<file path="src/psemc_pkg.sv">
/*
 Shared constants for the four-port power controller mode and reset block:
 register offsets, field positions, mode and response codes and timing figures.
 Assumes a 25 MHz system clock and a 32-bit AXI4-Lite register bus.
*/
package psemc_pkg;
    localparam int          NUM_PORTS       = 4;
    localparam logic [7:0]  REG_STATUS      = 8'h00;
    localparam logic [7:0]  REG_PORT_MODE   = 8'h48;
    localparam logic [7:0]  REG_DET_CLS     = 8'h50;
    localparam logic [7:0]  REG_CADENCE     = 8'h54;
    localparam logic [7:0]  REG_POWER_ON    = 8'h64;
    localparam logic [7:0]  REG_RESET       = 8'h68;
    localparam logic [7:0]  REG_EVENT       = 8'h70;
    localparam int          CHIP_RST_BIT    = 4;
    localparam logic [1:0]  MODE_SHUTDOWN   = 2'h0;
    localparam logic [1:0]  MODE_MANUAL     = 2'h1;
    localparam logic [1:0]  MODE_SEMI       = 2'h2;
    localparam logic [1:0]  MODE_AUTO       = 2'h3;
    localparam logic [1:0]  RESP_OKAY       = 2'h0;
    localparam logic [1:0]  RESP_SLVERR     = 2'h2;
    localparam int          CLK_HZ          = 25000000;
    localparam int          EN_LOW_MIN_US   = 100;
    localparam int          EN_LOW_CYCLES   = (EN_LOW_MIN_US * (CLK_HZ / 1000000));
    localparam int          CADENCE_S       = 2;
    localparam int          CADENCE_CYCLES  = CADENCE_S * CLK_HZ;
    localparam int          DET_CYCLES      = 16;
    localparam int          CLS_CYCLES      = 16;
endpackage : psemc_pkg

</file>
<file path="src/psemc_top.sv">
/*
 Mode and reset control of a four-port power-sourcing controller, with
 AXI4-Lite register access and an open-drain interrupt pin.
 Assumes strap, enable and analog status pins are asynchronous; the
 detection and classification front end reports pass/fail per port.
*/
`timescale 1ns/1ns
`default_nettype none

// Behaviour
// - Class-5 strap pulls low; high at latch enables class-5 classification.
// - Default-mode strap pulls high; high gives auto, low gives shutdown.
// - Cadence strap pulls high; high at latch enables cadence timing.
// - Interrupt pin is driven low while an interrupt is signalled.
// - Undervoltage lockout holds the whole device in reset.
// - Enable pin low at least 100 us resets; release when high.
// - Chip soft-reset bit resets everything and clears itself.
// - Over-temperature holds shutdown; full reset when flag clears.
// - Straps sampled only at the end of each reset.
// - Port reset on powered port: off, requests off, events cleared; the code clears only the port's detect event, not its classify event.
// - With cadence, failed detection waits two seconds before retry.
// - Per-port cadence bits also enable cadence timing.
// - Mode changes among active modes keep operation; shutdown idles port.
// - Mode code 11 selects auto mode.
// - Auto mode detects, classifies, powers; otherwise repeats detection.
// - Auto from reset sets request bits; by software keeps them.
// - Code 10 semiautomatic: repeats allowed cycles, never powers itself.
// - Semi power-on request powers only after successful detect and classify.
// - Semi port powering down clears its detect and classify requests.
// - Code 01 manual clears requests; each request runs once then clears.
// - Manual power-on request wins and powers the port at once.
// - Manual detect runs before classify; powered port ignores requests.
// - Code 00 shutdown: power off, events clear, requests ignored; the code clears only the detect events, not the classify events.
module psemc_top
    import psemc_pkg::*;
#(
    parameter int EN_LOW_CNT  = EN_LOW_CYCLES,
    parameter int CADENCE_CNT = CADENCE_CYCLES
) (
    input  wire logic        clk,
    input  wire logic        rst,
    input  wire logic        en_pin,
    input  wire logic        undervoltage_lockout,
    input  wire logic        over_temp,
    input  wire logic        class5_enable_strap,
    input  wire logic        default_mode_strap,
    input  wire logic        cadence_strap,
    input  wire logic [3:0]  address_straps,
    input  wire logic [3:0]  det_good,
    input  wire logic [3:0]  cls_good,
    input  wire logic [3:0]  power_fault,
    input  wire logic [7:0]  s_axi_awaddr,
    input  wire logic        s_axi_awvalid,
    output logic             s_axi_awready,
    input  wire logic [31:0] s_axi_wdata,
    input  wire logic [3:0]  s_axi_wstrb,
    input  wire logic        s_axi_wvalid,
    output logic             s_axi_wready,
    output logic [1:0]       s_axi_bresp,
    output logic             s_axi_bvalid,
    input  wire logic        s_axi_bready,
    input  wire logic [7:0]  s_axi_araddr,
    input  wire logic        s_axi_arvalid,
    output logic             s_axi_arready,
    output logic [31:0]      s_axi_rdata,
    output logic [1:0]       s_axi_rresp,
    output logic             s_axi_rvalid,
    input  wire logic        s_axi_rready,
    output logic [3:0]       port_power,
    output logic [3:0]       port_detecting,
    output logic [3:0]       port_classifying,
    output logic             class5_enabled,
    output logic [3:0]       address_latched,
    output logic             int_n_out,
    output logic             int_n_oe
);
    typedef enum {PS_IDLE, PS_DETECT, PS_CLASSIFY, PS_WAIT, PS_POWERED} psemc_port_t;

    // Input synchronisers
    logic [14:0] sync1;
    logic [14:0] sync2;
    always_ff @(posedge clk or posedge rst) begin
        if (rst) begin
            sync1 <= 15'h4000;
            sync2 <= 15'h4000;
        end else begin
            sync1 <= {en_pin, undervoltage_lockout, over_temp, class5_enable_strap,
                      default_mode_strap, cadence_strap, address_straps, det_good, 1'b0};
            sync2 <= sync1;
        end
    end
    logic       en_s, undervoltage_lockout_s, ot_s;
    logic [3:0] det_s;
    assign en_s   = sync2[14];
    assign undervoltage_lockout_s = sync2[13];
    assign ot_s   = sync2[12];
    assign det_s  = sync2[4:1];
    logic [3:0] cls_s1, cls_s2, flt_s1, flt_s2;
    always_ff @(posedge clk or posedge rst) begin
        if (rst) begin
            cls_s1 <= 4'h0;
            cls_s2 <= 4'h0;
            flt_s1 <= 4'h0;
            flt_s2 <= 4'h0;
        end else begin
            cls_s1 <= cls_good;
            cls_s2 <= cls_s1;
            flt_s1 <= power_fault;
            flt_s2 <= flt_s1;
        end
    end

    // Global reset sources
    logic [31:0] en_low_cnt;
    logic        en_reset;
    logic        chip_rst_req;
    logic        glob_rst;
    logic        glob_rst_q;
    always_ff @(posedge clk or posedge rst) begin
        if (rst) begin
            en_low_cnt <= 32'h00000000;
            en_reset   <= 1'b0;
        end else if (en_s) begin
            en_low_cnt <= 32'h00000000;
            en_reset   <= 1'b0;
        end else if (en_low_cnt >= 32'(EN_LOW_CNT - 1)) begin
            en_reset   <= 1'b1;
        end else begin
            en_low_cnt <= en_low_cnt + 32'h00000001;
        end
    end
    // Power-up reset stretched until the strap synchronisers hold pin values
    logic [1:0]  boot_cnt;
    always_ff @(posedge clk or posedge rst) begin
        if (rst) begin
            boot_cnt <= 2'h3;
        end else if (boot_cnt != 2'h0) begin
            boot_cnt <= boot_cnt - 2'h1;
        end
    end
    assign glob_rst = undervoltage_lockout_s || en_reset || ot_s || chip_rst_req
                      || boot_cnt != 2'h0;
    always_ff @(posedge clk or posedge rst) begin
        if (rst) begin
            glob_rst_q <= 1'b1;
        end else begin
            glob_rst_q <= glob_rst;
        end
    end

    // Straps latched at the end of each reset
    logic mode_auto_def;
    logic cadence_def;
    always_ff @(posedge clk or posedge rst) begin
        if (rst) begin
            class5_enabled  <= 1'b0;
            mode_auto_def   <= 1'b1;
            cadence_def     <= 1'b1;
            address_latched <= 4'hF;
        end else if (glob_rst) begin
            class5_enabled  <= sync2[11];
            mode_auto_def   <= sync2[10];
            cadence_def     <= sync2[9];
            address_latched <= sync2[8:5];
        end
    end

    // Register bus
    logic [7:0]  mode_reg;
    logic [7:0]  req_reg;
    logic [3:0]  cadence_reg;
    logic [3:0]  pwr_req;
    logic [3:0]  port_rst_req;
    logic [7:0]  event_reg;
    logic        aw_held, w_held, w_lane0;
    logic [7:0]  aw_addr;
    logic [31:0] w_data;
    logic        wr_fire;
    assign wr_fire = aw_held && w_held && !s_axi_bvalid;
    always_ff @(posedge clk or posedge rst) begin
        if (rst) begin
            aw_held       <= 1'b0;
            w_held        <= 1'b0;
            aw_addr       <= 8'h00;
            w_data        <= 32'h00000000;
            w_lane0       <= 1'b0;
            s_axi_awready <= 1'b0;
            s_axi_wready  <= 1'b0;
            s_axi_bvalid  <= 1'b0;
            s_axi_bresp   <= RESP_OKAY;
        end else begin
            s_axi_awready <= !aw_held && !s_axi_awready && s_axi_awvalid;
            s_axi_wready  <= !w_held && !s_axi_wready && s_axi_wvalid;
            if (s_axi_awready && s_axi_awvalid) begin
                aw_held <= 1'b1;
                aw_addr <= s_axi_awaddr;
            end
            if (s_axi_wready && s_axi_wvalid) begin
                w_held <= 1'b1;
                w_data <= s_axi_wdata;
                w_lane0 <= s_axi_wstrb[0];
            end
            if (wr_fire) begin
                aw_held      <= 1'b0;
                w_held       <= 1'b0;
                s_axi_bvalid <= 1'b1;
                case (aw_addr)
                    REG_PORT_MODE, REG_DET_CLS, REG_CADENCE, REG_POWER_ON,
                    REG_RESET, REG_STATUS, REG_EVENT: s_axi_bresp <= RESP_OKAY;
                    default: s_axi_bresp <= RESP_SLVERR;
                endcase
            end else if (s_axi_bvalid && s_axi_bready) begin
                s_axi_bvalid <= 1'b0;
            end
        end
    end
    logic wr_lane0;
    assign wr_lane0 = wr_fire && w_lane0;

    // Port state machines
    psemc_port_t pstate [NUM_PORTS];
    logic [31:0] pcnt   [NUM_PORTS];
    logic [3:0]  det_ok, cls_ok;
    logic [3:0]  cadence_on;
    assign cadence_on = cadence_reg | {4{cadence_def}};

    always_ff @(posedge clk or posedge rst) begin
        if (rst) begin
            chip_rst_req <= 1'b0;
        end else begin
            chip_rst_req <= wr_lane0 && aw_addr == REG_RESET
                            && w_data[CHIP_RST_BIT];
        end
    end

    genvar p;
    generate
        for (p = 0; p < NUM_PORTS; p++) begin : g_port
            logic [1:0] md;
            logic       shut, semi, man, auto_m;
            logic       mode_wr, req_wr, pwr_wr, rst_wr, port_rst;
            assign md      = mode_reg[2*p+1:2*p];
            assign shut    = md == MODE_SHUTDOWN;
            assign man     = md == MODE_MANUAL;
            assign semi    = md == MODE_SEMI;
            assign auto_m  = md == MODE_AUTO;
            assign mode_wr = wr_lane0 && aw_addr == REG_PORT_MODE;
            assign req_wr  = wr_lane0 && aw_addr == REG_DET_CLS;
            assign pwr_wr  = wr_lane0 && aw_addr == REG_POWER_ON && w_data[p];
            assign rst_wr  = wr_lane0 && aw_addr == REG_RESET && w_data[p];
            assign port_rst = rst_wr && pstate[p] == PS_POWERED;

            always_ff @(posedge clk or posedge rst) begin
                if (rst) begin
                    mode_reg[2*p+1:2*p] <= MODE_AUTO;
                    req_reg[p]          <= 1'b1;
                    req_reg[p+4]        <= 1'b1;
                    cadence_reg[p]      <= 1'b0;
                    pwr_req[p]          <= 1'b0;
                    port_rst_req[p]     <= 1'b0;
                    event_reg[p]        <= 1'b0;
                    event_reg[p+4]      <= 1'b0;
                    pstate[p]           <= PS_IDLE;
                    pcnt[p]             <= 32'h00000000;
                    det_ok[p]           <= 1'b0;
                    cls_ok[p]           <= 1'b0;
                end else if (glob_rst) begin
                    mode_reg[2*p+1:2*p] <= sync2[10] ? MODE_AUTO : MODE_SHUTDOWN;
                    req_reg[p]          <= sync2[10];
                    req_reg[p+4]        <= sync2[10];
                    cadence_reg[p]      <= 1'b0;
                    pwr_req[p]          <= 1'b0;
                    port_rst_req[p]     <= 1'b0;
                    event_reg[p]        <= 1'b0;
                    event_reg[p+4]      <= 1'b0;
                    pstate[p]           <= PS_IDLE;
                    pcnt[p]             <= 32'h00000000;
                    det_ok[p]           <= 1'b0;
                    cls_ok[p]           <= 1'b0;
                end else begin
                    port_rst_req[p] <= port_rst;
                    pwr_req[p]      <= 1'b0;
                    if (mode_wr) begin
                        mode_reg[2*p+1:2*p] <= w_data[2*p+1 -: 2];
                        if (w_data[2*p+1 -: 2] == MODE_MANUAL) begin
                            req_reg[p]   <= 1'b0;
                            req_reg[p+4] <= 1'b0;
                        end
                    end else if (req_wr && !shut) begin
                        req_reg[p]   <= w_data[p];
                        req_reg[p+4] <= w_data[p+4];
                    end
                    if (wr_lane0 && aw_addr == REG_CADENCE) begin
                        cadence_reg[p] <= w_data[p];
                    end
                    if (pwr_wr && !shut) begin
                        pwr_req[p] <= 1'b1;
                    end
                    if (wr_lane0 && aw_addr == REG_EVENT && w_data[p]) begin
                        event_reg[p] <= 1'b0;
                    end
                    if (shut || port_rst) begin
                        pstate[p]    <= PS_IDLE;
                        event_reg[p] <= 1'b0;
                        det_ok[p]    <= 1'b0;
                        cls_ok[p]    <= 1'b0;
                        if (port_rst) begin
                            req_reg[p]   <= 1'b0;
                            req_reg[p+4] <= 1'b0;
                            event_reg[p] <= 1'b0;
                        end
                    end else begin
                        case (pstate[p])
                            PS_IDLE: begin
                                if (man && pwr_req[p]) begin
                                    pstate[p] <= PS_POWERED;
                                end else if (semi && pwr_req[p] && det_ok[p] && cls_ok[p]) begin
                                    pstate[p] <= PS_POWERED;
                                end else if (req_reg[p]) begin
                                    pstate[p] <= PS_DETECT;
                                    pcnt[p]   <= 32'h00000000;
                                end else if (req_reg[p+4] && !auto_m) begin
                                    pstate[p] <= PS_CLASSIFY;
                                    pcnt[p]   <= 32'h00000000;
                                end
                            end
                            PS_DETECT: begin
                                pcnt[p] <= pcnt[p] + 32'h00000001;
                                if ((man || (semi && det_ok[p] && cls_ok[p])) && pwr_req[p]) begin
                                    pstate[p] <= PS_POWERED;
                                end else if (pcnt[p] == 32'(DET_CYCLES - 1)) begin
                                    det_ok[p]    <= det_s[p];
                                    event_reg[p] <= 1'b1;
                                    pcnt[p]      <= 32'h00000000;
                                    if (man) begin
                                        req_reg[p] <= 1'b0;
                                    end
                                    if (!det_s[p] && cadence_on[p]) begin
                                        pstate[p] <= PS_WAIT;
                                    end else if (det_s[p] && req_reg[p+4]) begin
                                        pstate[p] <= PS_CLASSIFY;
                                    end else begin
                                        pstate[p] <= PS_IDLE;
                                    end
                                end
                            end
                            PS_CLASSIFY: begin
                                pcnt[p] <= pcnt[p] + 32'h00000001;
                                if ((man || (semi && det_ok[p] && cls_ok[p])) && pwr_req[p]) begin
                                    pstate[p] <= PS_POWERED;
                                end else if (pcnt[p] == 32'(CLS_CYCLES - 1)) begin
                                    cls_ok[p]      <= cls_s2[p];
                                    event_reg[p+4] <= 1'b1;
                                    if (man) begin
                                        req_reg[p+4] <= 1'b0;
                                    end
                                    pstate[p] <= (auto_m && cls_s2[p]) ? PS_POWERED : PS_IDLE;
                                end
                            end
                            PS_WAIT: begin
                                pcnt[p] <= pcnt[p] + 32'h00000001;
                                if ((man || (semi && det_ok[p] && cls_ok[p])) && pwr_req[p]) begin
                                    pstate[p] <= PS_POWERED;
                                end else if (pcnt[p] >= 32'(CADENCE_CNT - 1)) begin
                                    pstate[p] <= PS_IDLE;
                                end
                            end
                            PS_POWERED: begin
                                if (flt_s2[p]) begin
                                    pstate[p] <= PS_IDLE;
                                    det_ok[p] <= 1'b0;
                                    cls_ok[p] <= 1'b0;
                                    if (semi) begin
                                        req_reg[p]   <= 1'b0;
                                        req_reg[p+4] <= 1'b0;
                                    end
                                end else if (man) begin
                                    req_reg[p]   <= 1'b0;
                                    req_reg[p+4] <= 1'b0;
                                end
                            end
                            default: pstate[p] <= PS_IDLE;
                        endcase
                    end
                end
            end

            always_ff @(posedge clk or posedge rst) begin
                if (rst) begin
                    port_power[p]       <= 1'b0;
                    port_detecting[p]   <= 1'b0;
                    port_classifying[p] <= 1'b0;
                end else begin
                    port_power[p]       <= pstate[p] == PS_POWERED && !shut && !glob_rst;
                    port_detecting[p]   <= pstate[p] == PS_DETECT;
                    port_classifying[p] <= pstate[p] == PS_CLASSIFY;
                end
            end
        end
    endgenerate

    // Interrupt pin, low while any event is pending
    always_ff @(posedge clk or posedge rst) begin
        if (rst) begin
            int_n_out <= 1'b0;
            int_n_oe  <= 1'b0;
        end else begin
            int_n_out <= 1'b0;
            int_n_oe  <= |event_reg;
        end
    end

    // Read channel
    logic [31:0] rd_mux;
    always_comb begin
        case (s_axi_araddr)
            REG_STATUS:    rd_mux = {22'h000000, glob_rst_q, class5_enabled, port_power,
                                     address_latched};
            REG_PORT_MODE: rd_mux = {24'h000000, mode_reg};
            REG_DET_CLS:   rd_mux = {24'h000000, req_reg};
            REG_CADENCE:   rd_mux = {28'h0000000, cadence_on};
            REG_POWER_ON:  rd_mux = 32'h00000000;
            REG_RESET:     rd_mux = {28'h0000000, port_rst_req};
            REG_EVENT:     rd_mux = {24'h000000, event_reg};
            default:       rd_mux = 32'h00000000;
        endcase
    end
    always_ff @(posedge clk or posedge rst) begin
        if (rst) begin
            s_axi_arready <= 1'b0;
            s_axi_rvalid  <= 1'b0;
            s_axi_rdata   <= 32'h00000000;
            s_axi_rresp   <= RESP_OKAY;
        end else begin
            s_axi_arready <= s_axi_arvalid && !s_axi_arready && !s_axi_rvalid;
            if (s_axi_arvalid && s_axi_arready) begin
                s_axi_rvalid <= 1'b1;
                s_axi_rdata  <= rd_mux;
                case (s_axi_araddr)
                    REG_STATUS, REG_PORT_MODE, REG_DET_CLS, REG_CADENCE,
                    REG_POWER_ON, REG_RESET, REG_EVENT: s_axi_rresp <= RESP_OKAY;
                    default: s_axi_rresp <= RESP_SLVERR;
                endcase
            end else if (s_axi_rvalid && s_axi_rready) begin
                s_axi_rvalid <= 1'b0;
            end
        end
    end
endmodule : psemc_top

`default_nettype wire

</file>
<file path="config.mk">
export PLATFORM = sky130hd
export DESIGN_NAME = psemc_top
export DESIGN_NICKNAME = d
export VERILOG_FILES = /design/src/psemc_pkg.sv /design/src/psemc_top.sv
export SDC_FILE = /design/constraint.sdc
export NUM_CORES = 1
export LEC_CHECK = 0
export BUFFER_PORTS_ARGS = -buffer_cell sky130_fd_sc_hd__buf_4
export CAP_MARGIN = 10
export CORE_MARGIN = 2
export CORE_UTILIZATION = 65
export DETAILED_ROUTE_END_ITERATION = 7
export GPL_ROUTABILITY_DRIVEN = 0
export PLACE_DENSITY = 0.86
export SYNTH_ARGS = -nofsm -noshare
export SYNTH_HDL_FRONTEND = slang
export SYNTH_SLANG_ARGS = --single-unit
</file>
<file path="constraint.sdc">
create_clock -name clk -period 16.1 [get_ports clk]
set_clock_uncertainty 0.05 [all_clocks]
set_input_delay 1.61 -clock clk [delete_from_list [all_inputs] [get_ports clk]]
set_output_delay 1.61 -clock clk [all_outputs]
set_load 0.005 [all_outputs]
</file>
==> flow_metrics.py <==
metrics = {
    "floorplan": {
        "num_rows": 58,
        "die_y_um": 163,
        "die_area_um2": 26500,
        "ioPinCount": 141,
        "core_area_um2": 25000,
        "initial_core_util_pct": 65.5,
        "die_x_um": 163,
    },
    "setup_path": {
        "crit_required_ns": 16.50,
        "path_buf_inv": 4,
        "critPathCaptureType": "register",
        "path_cells": "inv_1, ha_1, or4b_4, nor2_4, buf_4, inv_2, a2111oi_4, buf_4, and2_0, a22o_1",
        "worst-endpoint-arrival_ns": 4.36,
        "max_stage_delay_ns": 0.79,
        "worstSetupStartpointType": "register",
        "critPathKind": "register to register",
        "crit_family": "simple AND/OR/NAND/NOR gates",
        "path_common_cell": "buf_4",
        "crit_slowest_cell": "and2_0",
        "path_max_fanout": 31,
    },
    "cells_and_area": {
        "largest_register_ffs": 128,
        "diodes": 0,
        "area_growth_pct": 12.0,
        "nets": 1891,
        "multi_input_area_um2": 7790,
        "drive_gt1_share_pct": 12.6,
        "fin_util_pct": 73.4,
        "reg_top3": "pcnt (128), en_low_cnt (32)",
        "fillers": 1794,
        "regMostFlops": "pcnt",
        "seqCellArea_um2": 8040,
    },
    "synth": {
        "synth_ff_type": "dfrtp_1",
        "ys_seq_elements": 320,
        "ys_warn_count": 0,
        "ys_types": 89,
        "ys_seq_area_share_pct": 49.2,
        "postSynthAreaPerCell_um2": 9.38,
        "synthCells": 1744,
        "async_reset_ff_share_pct": 100,
        "synth_edf_count": 0,
        "syn_area_um2": 16400,
    },
    "clock_tree": {
        "clockRootBuffer": "clkbuf_16",
        "cts_made_buffers": 34,
        "clk_latency_ns": 0.51,
        "post_cts_buffers": 0,
        "h-tree-depth": 2,
        "cts_tree": "yes",
        "cts.repair.resized": 0,
        "cts.path.max_buffers": 3,
        "cts_hold_buf": 0,
        "clk_pin_slew_ns": 0.06,
        "cts.sinks": 320,
    },
    "global_routing": {
        "grt_pass1_wl_mm": 68.1,
        "grt_max_degree": 181,
        "grtUsageMet1_pct": 44.7,
        "antenna_found_initial": 1,
        "grt_util_all_layers_pct": 31.4,
        "grt_use_met3_pct": 5.22,
        "busiest_layer": "met2",
        "grt_remaining_overflow": 0,
        "grt_pass1_vias": 13700,
        "grt.met2_usage_pct": 49.6,
    },
    "timing": {
        "fin_setup_tns_ns": 0,
        "hold_viol": 0,
        "post-route-min-period_ns": 3.96,
        "rsz0062_at_grt": "false",
        "max-slew-margin-rel_pct": 26.6,
        "period_share_pct": 24.6,
        "max_slew.worst_pin.slew_ns": 1.10,
        "fmax_mhz": 252,
        "slew_viol_final": 0,
        "setup_viol": 0,
    },
    "placement": {
        "port_buffers": 88,
        "place_hpwl_mm": 27.1,
    },
    "route": {
        "wl_per_cell_um": 19.0,
        "vias": 14200,
        "ant_nets": 0,
        "first_pass_iters": 8,
        "drtIter0Drc": 1716,
        "drt_wl_total_mm": 41.0,
        "drc": 0,
        "vias_per_cell": 6.56,
    },
    "min_path": {
        "holdCritPathClass": "register to register",
    },
    "power": {
        "leakage_nw": 7.85,
        "cellPowerDensity_nw_per_um2": 104,
        "ir_worst_vdd_mv": 0.103,
    },
    "status": {
        "outcome": "finished, final reports clean",
    },
    "job": {
        "drv_cap": 0,
    },
}
worst register-to-register path, delay by kind of cell (launching register included):
kind | cells | cell delay [ns]
simple gates | 3 | 1.40
buf+inv | 4 | 1.16
flops | 1 | 0.36
compound gates | 2 | 0.69
fa+ha+maj | 1 | 0.23
logic make-up (layout without fill, tap and decap cells):
logic type	after synthesis	count (layout)	synth area share [%]
buf+inv	139	199	3.86
compound gates	371	371	15.1
flops	320	320	49.2
other cells	1	25	0.0229
fa+ha+maj	6	6	0.459
mux	48	48	3.11
xor+xnor	48	48	2.57
simple gates	811	811	25.8
per-layer routing:
metal | vias up | wire (um) | part of all wire [%]
li1 | 6464 | - | -
met1 | 6895 | 17300 | 42
met2 | 692 | 19200 | 47
met3 | 105 | 3500 | 8.5
met4 | 2 | 1060 | 2.6
met5 | - | 11 | 0.027
layout by cell type, fill, tap and decap left out, types with 28 or more instances in the layout:
master / n
a21o_1: 35
a21oi_1: 90
and3_1: 33
buf_4: 94
clkbuf_16: 37
dfrtp_1: 294
inv_1: 41
nand2_1: 181
nand3_1: 82
nand4_1: 60
nor2_1: 161
nor2b_1: 32
nor3_1: 65
nor4_1: 53
o21ai_0: 92
or3_1: 31
xnor2_1: 28
where the power goes:
part           internal, mW  total (mW)  switching [mW]
registers             0.851       0.929          0.0777
logic                0.0814       0.185           0.104
clock network         0.474       0.794           0.320
total                  1.41        1.91           0.502
synth_stat cells (26+ instances only):
master	number	share of area (%)
xnor2_1	28	1.5
dfstp_2	26	4.2
inv_1	42	0.96
and3_1	33	1.3
a21o_1	35	1.6
nor2b_1	32	1.2
or3_1	31	1.2
nand4_1	60	2.3
nor3_1	65	2.0
nor4_1	54	2.1
a21oi_1	90	2.8
dfrtp_1	294	45
mux2i_1	26	1.6
nand2_1	181	4.2
o21ai_0	92	2.8
clkbuf_1	55	1.3
nor2_1	161	3.7
nand3_1	82	2.5
through the flow:
| step | cell area (um2) | total power, mW | worst slack (ns) | cells | hold WS [ns] |
|---|---|---|---|---|---|
| 3_5_place_dp | 17100 | 1.12 | 12.23 | 2097 | 0.286 |
| 6_report | 18300 | 1.91 | 12.14 | 2158 | 0.290 |
| 4_1_cts | 18300 | 1.91 | 12.19 | 2157 | 0.298 |
| 5_1_grt | 18300 | 1.98 | 11.96 | 2158 | 0.306 |
| 2_1_floorplan | 16400 | 1.04 | 5.63 | 1768 | 0.281 |
| 3_3_place_gp | 17100 | 1.11 | 12.31 | 2097 | 0.283 |
layout make-up:
type | count | area share, %
multi-input combinational | 1309 | 42.5
clock buffer | 48 | 5.77
clock inverter | 12 | 0.519
tap | 330 | 2.25
sequential | 320 | 43.9
timing repair buffer | 96 | 4.11
inverter | 43 | 0.922
final timing paths:
kind | slack, ns | start | cells after the start | endpoint
setup reg to reg | 12.14 | boot_cnt[1] | 10 | pcnt[17]
min in group asynchronous | 1.24 | rst | 2 | pcnt[20]
hold reg to reg | 0.29 | sync1[1] | 0 | sync2[1]
setup / recovery | 12.14 | boot_cnt[1] | 10 | pcnt[17]
max in group asynchronous | 13.27 | rst | 3 | pcnt[121]
hold / removal | 0.29 | sync1[1] | 0 | sync2[1]
Note: power is estimated with default switching activity, not from simulation.
